[src/wdsc_consts.vh]
`ifndef WDSC_CONSTS_VH
`define WDSC_CONSTS_VH

// Register addresses
`define WDSC_AUX_ADDR 8'ha2
`define WDSC_WATCHDOG_CONTROL_REG_ADDR 8'ha7
`define WDSC_FEED_ADDR 8'ha6
`define WDSC_PTRL_ADDR 8'h82
`define WDSC_PTRH_ADDR 8'h83

// Feed codes
`define WDSC_FEED_FIRST 8'h1e
`define WDSC_FEED_SECOND 8'he1

// Auxiliary control field positions
`define WDSC_AUX_KBF 7
`define WDSC_AUX_BOD 6
`define WDSC_AUX_BOI 5
`define WDSC_AUX_EPROM_LOW_POWER 4
`define WDSC_AUX_SOFTWARE_RESET_BIT 3
`define WDSC_AUX_ZERO 2
`define WDSC_AUX_RSVD 1
`define WDSC_AUX_DPS 0
`define WDSC_AUX_RESET 8'h00

// Watchdog control field positions
`define WDSC_WATCHDOG_CONTROL_REG_SEL_LSB 0
`define WDSC_WATCHDOG_CONTROL_REG_SEL_MSB 2
`define WDSC_WATCHDOG_CONTROL_REG_FLAG 5
`define WDSC_WATCHDOG_CONTROL_REG_RESET 8'h00

// Timing
`define WDSC_CLK_MHZ 50
`define WDSC_TIMEOUT_MIN_MS 25
`define WDSC_TIMEOUT_MAX_MS 3200
`define WDSC_STARTUP_MS 10
`define WDSC_BASE_CYC (`WDSC_TIMEOUT_MIN_MS * `WDSC_CLK_MHZ * 1000)
`define WDSC_RST_PULSE_NS 1000
`define WDSC_RST_PULSE_CYC ((`WDSC_RST_PULSE_NS * `WDSC_CLK_MHZ) / 1000)
`define WDSC_CNT_WIDTH 28

`endif

[src/wdsc_ptr_bank.v]
`timescale 1ns/1ps
`include "wdsc_consts.vh"

module wdsc_ptr_bank #(
  parameter WIDTH = 16
) (
  input wire ref_clk,
  input wire reset_n,
  input wire clear,
  input wire selNext,
  input wire incEn,
  input wire loadEn,
  input wire [WIDTH-1:0] loadData,
  input wire wrLowEn,
  input wire wrHighEn,
  input wire [7:0] wrByte,
  output reg [WIDTH-1:0] activePtr_reg
);

  reg [WIDTH-1:0] ptr0_reg;
  reg [WIDTH-1:0] ptr1_reg;
  reg [WIDTH-1:0] ptr0_next;
  reg [WIDTH-1:0] ptr1_next;
  reg [WIDTH-1:0] cur;
  reg [WIDTH-1:0] upd;

  // Only the pointer that selNext picks is touched; the other keeps its value unless clear zeros both
  always @* begin
    cur = selNext ? ptr1_reg : ptr0_reg;
    upd = cur;
    if (loadEn) begin
      upd = loadData;
    end else if (incEn) begin
      upd = cur + {{(WIDTH-1){1'b0}}, 1'b1};
    end else if (wrLowEn) begin
      upd = {cur[WIDTH-1:8], wrByte};
    end else if (wrHighEn) begin
      upd = {wrByte, cur[7:0]};
    end
    ptr0_next = selNext ? ptr0_reg : upd;
    ptr1_next = selNext ? upd : ptr1_reg;
    if (clear) begin
      ptr0_next = {WIDTH{1'b0}};
      ptr1_next = {WIDTH{1'b0}};
    end
  end

  always @(posedge ref_clk or negedge reset_n) begin
    if (!reset_n) begin
      ptr0_reg <= {WIDTH{1'b0}};
      ptr1_reg <= {WIDTH{1'b0}};
      activePtr_reg <= {WIDTH{1'b0}};
    end else begin
      ptr0_reg <= ptr0_next;
      ptr1_reg <= ptr1_next;
      activePtr_reg <= selNext ? ptr1_next : ptr0_next;
    end
  end

endmodule

[src/wdsc_top.v]
`timescale 1ns/1ps
`include "wdsc_consts.vh"

module wdsc_top #(
  parameter [`WDSC_CNT_WIDTH-1:0] BASE_CYCLES = `WDSC_BASE_CYC,
  parameter PTR_WIDTH = 16
) (
  input wire ref_clk,
  input wire reset_n,
  input wire watchdogEnableCfg,
  input wire otherResetIn,
  input wire powerDownIn,
  input wire oscStableIn,
  input wire keypadEventIn,
  input wire wdtIrqEnable,
  input wire [7:0] sfrAddr,
  input wire sfrWrEn,
  input wire [7:0] sfrWrData,
  input wire ptrIncEn,
  input wire ptrLoadEn,
  input wire [PTR_WIDTH-1:0] ptrLoadData,
  output reg [7:0] sfrRdData_reg,
  output reg chipResetOut_reg,
  output reg oscRestartReq_reg,
  output reg wdtIrq_reg,
  output reg brownoutDetectEn_reg,
  output reg brownoutIrqSelect_reg,
  output reg epromLowPower_reg,
  output wire [PTR_WIDTH-1:0] activePointer
);

  localparam [2:0] ST_RUN = 3'b001;
  localparam [2:0] ST_PULSE = 3'b010;
  localparam [2:0] ST_WAIT_OSC = 3'b100;
  localparam integer PULSE_LAST_INT = `WDSC_RST_PULSE_CYC - 1;
  localparam [7:0] PULSE_LAST = PULSE_LAST_INT[7:0];
  localparam [7:0] WATCHDOG_CONTROL_REG_RST = `WDSC_WATCHDOG_CONTROL_REG_RESET;
  localparam [7:0] AUX_RST = `WDSC_AUX_RESET;
  localparam CW = `WDSC_CNT_WIDTH;

  reg [2:0] state_reg;
  reg [2:0] state_next;
  reg [CW-1:0] count_reg;
  reg [CW-1:0] count_next;
  reg [7:0] pulseCnt_reg;
  reg [7:0] pulseCnt_next;
  reg pdLatched_reg;
  reg pdLatched_next;
  reg wdEnable_reg;
  reg cfgLoaded_reg;
  reg feedArmed_reg;
  reg feedArmed_next;
  reg wdconLocked_reg;
  reg wdconLocked_next;
  reg [2:0] timeoutSelect_reg;
  reg [2:0] timeoutSelect_next;
  reg intervalFlag_reg;
  reg intervalFlag_next;
  reg keypadEventFlag_reg;
  reg keypadEventFlag_next;
  reg brownoutDisable_reg;
  reg brownoutDisable_next;
  reg brownoutIrqSel_reg;
  reg brownoutIrqSel_next;
  reg lowPower_next;
  reg pointerSelect_reg;
  reg pointerSelect_next;
  reg [7:0] rdNext;

  wire wrAux = sfrWrEn && (sfrAddr == `WDSC_AUX_ADDR);
  wire wrWdcon = sfrWrEn && (sfrAddr == `WDSC_WATCHDOG_CONTROL_REG_ADDR);
  wire wrFeed = sfrWrEn && (sfrAddr == `WDSC_FEED_ADDR);
  wire wrPtrLow = sfrWrEn && (sfrAddr == `WDSC_PTRL_ADDR);
  wire wrPtrHigh = sfrWrEn && (sfrAddr == `WDSC_PTRH_ADDR);
  wire softReset = wrAux && sfrWrData[`WDSC_AUX_SOFTWARE_RESET_BIT];
  wire goodFeed = wrFeed && feedArmed_reg && (sfrWrData == `WDSC_FEED_SECOND);
  wire sfrInit = chipResetOut_reg || otherResetIn;
  wire running = (state_reg == ST_RUN);
  wire [CW-1:0] limit = BASE_CYCLES << timeoutSelect_reg;
  wire expire = running && !otherResetIn && (count_reg == limit - {{(CW-1){1'b0}}, 1'b1});

  // Enable is latched in the first cycle after reset_n and while otherResetIn is high, so software cannot alter it later
  always @(posedge ref_clk or negedge reset_n) begin
    if (!reset_n) begin
      wdEnable_reg <= 1'b0;
      cfgLoaded_reg <= 1'b0;
    end else begin
      cfgLoaded_reg <= 1'b1;
      if (!cfgLoaded_reg || otherResetIn) begin
        wdEnable_reg <= watchdogEnableCfg;
      end
    end
  end

  // Reset sequencer and timeout counter
  always @* begin
    state_next = state_reg;
    count_next = count_reg;
    pulseCnt_next = pulseCnt_reg;
    pdLatched_next = pdLatched_reg;
    case (state_reg)
      ST_RUN: begin
        pulseCnt_next = 8'h00;
        if (otherResetIn) begin
          count_next = {CW{1'b0}};
        end else if (goodFeed) begin
          count_next = {CW{1'b0}};
        end else if (expire) begin
          count_next = {CW{1'b0}};
          if (wdEnable_reg) begin
            state_next = ST_PULSE;
            pdLatched_next = powerDownIn;
          end
        end else begin
          // Counts on ref_clk only, whatever the processor clock does
          count_next = count_reg + {{(CW-1){1'b0}}, 1'b1};
        end
        if (softReset) begin
          state_next = ST_PULSE;
          pdLatched_next = 1'b0;
          count_next = {CW{1'b0}};
        end
      end
      ST_PULSE: begin
        count_next = {CW{1'b0}};
        pulseCnt_next = pulseCnt_reg + 8'h01;
        if (pulseCnt_reg == PULSE_LAST) begin
          pulseCnt_next = 8'h00;
          state_next = pdLatched_reg ? ST_WAIT_OSC : ST_RUN;
        end
      end
      ST_WAIT_OSC: begin
        count_next = {CW{1'b0}};
        if (oscStableIn) begin
          state_next = ST_RUN;
          pdLatched_next = 1'b0;
        end
      end
      default: begin
        state_next = ST_RUN;
        count_next = {CW{1'b0}};
        pulseCnt_next = 8'h00;
        pdLatched_next = 1'b0;
      end
    endcase
  end

  // Feed decoder and watchdog control register
  always @* begin
    feedArmed_next = feedArmed_reg;
    wdconLocked_next = wdconLocked_reg;
    timeoutSelect_next = timeoutSelect_reg;
    intervalFlag_next = intervalFlag_reg;
    if (wrFeed) begin
      // Wrong value only disarms; count keeps its schedule
      feedArmed_next = (sfrWrData == `WDSC_FEED_FIRST);
    end
    if (wrWdcon) begin
      if (!wdEnable_reg || !wdconLocked_reg) begin
        timeoutSelect_next = sfrWrData[`WDSC_WATCHDOG_CONTROL_REG_SEL_MSB:`WDSC_WATCHDOG_CONTROL_REG_SEL_LSB];
        wdconLocked_next = wdEnable_reg;
      end
      if (!sfrWrData[`WDSC_WATCHDOG_CONTROL_REG_FLAG]) begin
        intervalFlag_next = 1'b0;
      end
    end
    if (expire && !wdEnable_reg) begin
      intervalFlag_next = 1'b1;
    end
    if (sfrInit) begin
      feedArmed_next = 1'b0;
      wdconLocked_next = 1'b0;
      timeoutSelect_next = WATCHDOG_CONTROL_REG_RST[2:0];
      intervalFlag_next = 1'b0;
    end
  end

  // Auxiliary control register
  always @* begin
    keypadEventFlag_next = keypadEventFlag_reg;
    brownoutDisable_next = brownoutDisable_reg;
    brownoutIrqSel_next = brownoutIrqSel_reg;
    lowPower_next = epromLowPower_reg;
    pointerSelect_next = pointerSelect_reg;
    if (wrAux) begin
      keypadEventFlag_next = keypadEventFlag_reg && sfrWrData[`WDSC_AUX_KBF];
      brownoutDisable_next = sfrWrData[`WDSC_AUX_BOD];
      brownoutIrqSel_next = sfrWrData[`WDSC_AUX_BOI];
      lowPower_next = epromLowPower_reg || sfrWrData[`WDSC_AUX_EPROM_LOW_POWER];
      pointerSelect_next = sfrWrData[`WDSC_AUX_DPS];
    end
    if (keypadEventIn) begin
      keypadEventFlag_next = 1'b1;
    end
    if (sfrInit) begin
      keypadEventFlag_next = AUX_RST[`WDSC_AUX_KBF];
      brownoutDisable_next = 1'b0;
      brownoutIrqSel_next = 1'b0;
      pointerSelect_next = 1'b0;
    end
  end

  // Read data; reserved and hard-wired bits read zero
  always @* begin
    case (sfrAddr)
      `WDSC_AUX_ADDR: begin
        rdNext = {keypadEventFlag_reg, brownoutDisable_reg, brownoutIrqSel_reg, epromLowPower_reg,
                  1'b0, 1'b0, 1'b0, pointerSelect_reg};
      end
      `WDSC_WATCHDOG_CONTROL_REG_ADDR: begin
        rdNext = {2'b00, intervalFlag_reg, 2'b00, timeoutSelect_reg};
      end
      `WDSC_PTRL_ADDR: begin
        rdNext = activePointer[7:0];
      end
      `WDSC_PTRH_ADDR: begin
        rdNext = activePointer[15:8];
      end
      default: begin
        rdNext = 8'h00;
      end
    endcase
  end

  always @(posedge ref_clk or negedge reset_n) begin
    if (!reset_n) begin
      state_reg <= ST_RUN;
      count_reg <= {CW{1'b0}};
      pulseCnt_reg <= 8'h00;
      pdLatched_reg <= 1'b0;
      feedArmed_reg <= 1'b0;
      wdconLocked_reg <= 1'b0;
      timeoutSelect_reg <= WATCHDOG_CONTROL_REG_RST[2:0];
      intervalFlag_reg <= 1'b0;
      keypadEventFlag_reg <= 1'b0;
      brownoutDisable_reg <= 1'b0;
      brownoutIrqSel_reg <= 1'b0;
      pointerSelect_reg <= 1'b0;
      epromLowPower_reg <= 1'b0;
      sfrRdData_reg <= 8'h00;
      chipResetOut_reg <= 1'b0;
      oscRestartReq_reg <= 1'b0;
      wdtIrq_reg <= 1'b0;
      brownoutDetectEn_reg <= 1'b1;
      brownoutIrqSelect_reg <= 1'b0;
    end else begin
      state_reg <= state_next;
      count_reg <= count_next;
      pulseCnt_reg <= pulseCnt_next;
      pdLatched_reg <= pdLatched_next;
      feedArmed_reg <= feedArmed_next;
      wdconLocked_reg <= wdconLocked_next;
      timeoutSelect_reg <= timeoutSelect_next;
      intervalFlag_reg <= intervalFlag_next;
      keypadEventFlag_reg <= keypadEventFlag_next;
      brownoutDisable_reg <= brownoutDisable_next;
      brownoutIrqSel_reg <= brownoutIrqSel_next;
      pointerSelect_reg <= pointerSelect_next;
      epromLowPower_reg <= lowPower_next;
      sfrRdData_reg <= rdNext;
      chipResetOut_reg <= (state_next != ST_RUN);
      oscRestartReq_reg <= (state_next != ST_RUN) && pdLatched_next;
      wdtIrq_reg <= intervalFlag_next && wdtIrqEnable && !wdEnable_reg;
      brownoutDetectEn_reg <= !brownoutDisable_next;
      brownoutIrqSelect_reg <= brownoutIrqSel_next;
    end
  end

  wdsc_ptr_bank #(
    .WIDTH(PTR_WIDTH)
  ) ptrBank (
    .ref_clk(ref_clk),
    .reset_n(reset_n),
    .clear(sfrInit),
    .selNext(pointerSelect_next),
    .incEn(ptrIncEn),
    .loadEn(ptrLoadEn),
    .loadData(ptrLoadData),
    .wrLowEn(wrPtrLow),
    .wrHighEn(wrPtrHigh),
    .wrByte(sfrWrData),
    .activePtr_reg(activePointer)
  );

endmodule

[config.mk]
export PLATFORM = sky130hd
export DESIGN_NAME = wdsc_top
export DESIGN_NICKNAME = d
export VERILOG_FILES = /design/src/wdsc_ptr_bank.v /design/src/wdsc_top.v
export VERILOG_INCLUDE_DIRS = /design/src
export SDC_FILE = /design/constraint.sdc
export NUM_CORES = 1
export LEC_CHECK = 0
export ABC_AREA = 0
export BUFFER_PORTS_ARGS = -buffer_cell sky130_fd_sc_hd__buf_2
export CAP_MARGIN = 30
export CORE_MARGIN = 4
export CORE_UTILIZATION = 30
export CTS_CLUSTER_DIAMETER = 50
export DETAILED_ROUTE_END_ITERATION = 10
export SLEW_MARGIN = 10
export SYNTH_ARGS = -nofsm -noshare
export SYNTH_HDL_FRONTEND = slang
export SYNTH_SLANG_ARGS = --single-unit
[constraint.sdc]
create_clock -name ref_clk -period 3.3 [get_ports ref_clk]
set_input_delay 0.66 -clock ref_clk [delete_from_list [all_inputs] [get_ports ref_clk]]
set_output_delay 0.66 -clock ref_clk [all_outputs]
set_load 0.05 [all_outputs]
==> impl_results.md <==
- CTS H-Tree Depth: 4
- Fin crit share: 0.9307
- Final setup viols: 0
- Max IR drop VDD: roughly 0.00029 V
- Max-slew violations: 0
- Num ports: 73
- Status: finished clean
- Detail Route Antenna Nets: 0
- Gr usage total: 0.1674
- Root Driver: clkbuf_16
- Mapped Cells: between 800 and 900
- Clock Skew: 0.01009 ns
- Ys flop type: dfrtp_1
- Relative slew slack: 0.4691
- Critical path capture point type: flop
- Max stage delay on crit path: 0.40 ns
- DRC violations left: 0
- Number of vias per cell: about 5.4
- Clock buffer depth: 2
- Syn Area/Cell: 8.702 um^2
- Ys Warns: 0
- Core box area: between 20,000 and 25,000 um^2
- Max Clk Rate: 0.3256 GHz
- Critical-path cell list: buf_2, or2_1, o311a_4, nor2_4, nand2_1, nand2_1, ha_1, nand2_1, nor3_2, buf_4, nand4_1, o211ai_1, o221ai_1, o21ai_0, nor2_1
- Layout cells sized above 1: 0.1967
- CTS tree: yes
- Worst setup SP type: primary input
- Drt wl/cell: 18.05 um
- Hold crit path type: in2async
- Max_cap viols: 0
- Syn Nets: slightly above 900
- CP Capture Point: ptrBank.activePtr_reg[14]$_DFF_PN0_
- Post-synthesis cell area: 7545 um^2
- Initial antenna violation count: 1
- Nets: approximately 1,000
- Chip height: 166.6 um
- Cts bufs inserted: 17
- # diodes: 0
- Hold WS: 0.3230 ns
- Critical Path Start: sfrAddr[3]
- Area Growth Syn to Fin: 19.02%
- Site Rows: 57
- Critical Path AT: 3.34 ns
- Max reg flops: 28
- Detailed-placement wirelength estimate: 17,030 um
- Worst setup path class: in2reg
- Setup total negative slack: 0 ns
- Fin area: 8980 um^2
- Fin. Hold Viols: 0
- RSZ-0062 raised after global routing: yes
- Min cycle time layout: just over 3 ns
- Critical Path Fanout Max: 5
- EDFF count, synth: 0
- Clk sink count: 113
- Routed vias: ~7,000
- Cell variety after synth: 97
- Port Buf Inserts: 72
- Number of global-route vias before repair: 6,680
- Hold_buf cts: 0
- Slew @ Worst Pin: 0.7964 ns
- Placed Area: 8392 um^2
- Detailed Route Iter0 Violations: 510
- Power Dens Cells: 409.4 nW/um^2
- Gpl congestion: slightly above 0.9
- Die area: 27,750 um^2
- Clock transition at path regs: 0.06 ns
- DR pass1 iterations: 5
- Chip width: between 150 and 200 um
- Seq cells post-synth: 113
- Seq/Total Area, Yosys: 0.3751
- First-pass GRT wire length: roughly 38,000 um
- Leak pwr: 3.870 nW
- Worst flop-to-flop path endpoint: wdtIrq_reg$_DFF_PN0_
- Clock latency on the worst-skew pair: 0.42 ns
- Async S/R FF share, synth: 1.000
- Slowest-stage cell, CP: o311a_4
- Routed wire length: 23,290 um
- Critical Path RT: ~3.6 ns
- Reg2Reg Launch Point: timeoutSelect_reg[1]$_DFFE_PN0P_
- CP most frequent cell: nand2_1
- Initial Util: 0.3075
- Largest net degree at the start of global routing: 60
- Grt total ovfl: 0
- R2R setup slack: 0.23 ns
- FF-to-FF path depth: 10
-- metrics by stage --
stage | utilization | setup WS (ns) | power [mW] | std cells
after floorplan | - | 0.00002398 | 1.704 | 867
after global placement | 0.3421 | -0.08796 | 1.879 | 1257
after detailed placement | 0.3421 | -0.1369 | 1.882 | 1257
after CTS | 0.3654 | 0.1497 | 3.705 | 1289
after global routing | 0.3660 | -0.007398 | 3.810 | 1290
final | 0.3660 | 0.2287 | 3.676 | 1290
-- critical path: cells and delay by family --
| kind | cells | cell delay (ns) |
|---|---|---|
| buffers and inverters | 2 | 0.27 |
| adder cells (fa/ha/maj) | 1 | 0.26 |
| AO/OA/AOI/OAI | 4 | 0.97 |
| AND/OR/NAND/NOR | 8 | 1.18 |
-- area by class of cell --
type | count | area, um^2
Clock buffer | 17 | 425.4
Tap cell | 324 | 405.4
Sequential cell | 113 | 2831
Inverter | 28 | 105.1
Fill cell | 2571 | 15550
Timing Repair Buffer | 120 | 760.7
Multi-Input combinational cell | 673 | 4304
Clock inverter | 15 | 147.6
-- report_power, final --
part | internal, mW | switching (mW) | leakage [nW]
combinational | 0.126 | 0.258 | 2.07
sequential | 1.43 | 0.0493 | 1.53
clock | 1.06 | 0.762 | 0.274
total | 2.61 | 1.07 | 3.87
-- cells in the mapped netlist, drive strengths merged, types with 3 or more instances --
library cell  instances  area [um^2]
a2111oi               7        66.32
a211oi               13        112.6
a21o                 16        121.4
a21oi                32        163.9
a222oi                3        30.03
a22o                  5        43.79
a22oi                 5        42.54
a2bb2oi               3        26.28
a311oi                5        56.31
a31o                  3        26.28
a31oi                10        62.56
a41oi                 3        33.79
and2                  4        25.02
and3                 19        120.1
and4                  6        53.80
buf                  25        186.4
clkbuf               28        146.4
dfrtp               111         2778
ha                   11        137.6
inv                  27        101.3
mux2i                11        110.1
nand2                87        329.1
nand2b               10        62.56
nand3                53        270.3
nand4                11        68.82
nor2                 75        289.0
nor2b                10        62.56
nor3                 58        301.5
nor3b                 6        45.04
nor4                 20        140.1
o211ai                8        60.06
o21a                  3        22.52
o21ai                46        230.2
o221ai                5        43.79
o22ai                 4        25.02
o31ai                 3        22.52
or3                   4        26.28
or4b                  3        30.03
xnor2                46        402.9
xor2                 24        210.2
-- kinds of logic after synthesis --
group | after synthesis | synth area share
flip-flops | 113 | 0.3751
adder cells (fa/ha/maj) | 11 | 0.01824
AND/OR/NAND/NOR | 385 | 0.2652
other | 1 | 0.0004970
AO/OA/AOI/OAI | 194 | 0.1841
buffers and inverters | 81 | 0.05804
XOR/XNOR | 71 | 0.08425
multiplexers | 11 | 0.01459
-- cells in the final DEF, fill, tap and decap left out, types with 7 or more instances in the layout --
cell       instances
inv_1             25
a31oi_1           10
buf_2             71
dfrtp_1          110
nor2b_1           10
nor3_1            56
a21oi_1           31
and3_1            18
nand2b_1          10
nand2_1           86
inv_6              7
nand3_1           52
clkbuf_16         17
a211oi_1          10
o21ai_0           44
nand4_1           11
buf_4             46
o211ai_1           8
a21o_1            15
xor2_1            24
nor2_1            74
xnor2_1           46
mux2i_1           11
nor4_1            19
ha_1              11
-- per-layer routing --
layer / track usage / up-vias / wire length (um)
met4: 0.04589 / 2 / 399
met5: 0 / - / 17
met3: 0.03650 / 28 / 1445
met1: 0.2266 / 3359 / 10210
met2: 0.2720 / 221 / 11210
li1: - / 3345 / -
-- worst min path at each step --
stage,cells past startpoint,slack (ns),from,to
2_1_floorplan,0,0.36,reset_n,brownoutDisable_reg$_DFF_PN0_
3_3_place_gp,1,0.46,count_reg[0]$_DFF_PN0_,count_reg[0]$_DFF_PN0_
3_5_place_dp,2,0.47,keypadEventFlag_reg$_DFFE_PN0P_,sfrRdData_reg[7]$_DFF_PN0_
4_1_cts,1,0.36,reset_n,sfrRdData_reg[3]$_DFF_PN0_
5_1_grt,1,0.40,reset_n,sfrRdData_reg[2]$_DFF_PN0_
6_report,1,0.32,reset_n,sfrRdData_reg[3]$_DFF_PN0_
-- timing repair --
| item | in CTS | in global routing |
|---|---|---|
| buffers inserted | 0 | 1 |
| resized for setup | 0 | 4 |
| endpoints found under the hold margin | 0 | 0 |
| endpoints found under the setup margin | 0 | 37 |
Power figures use the tool's default switching activity.
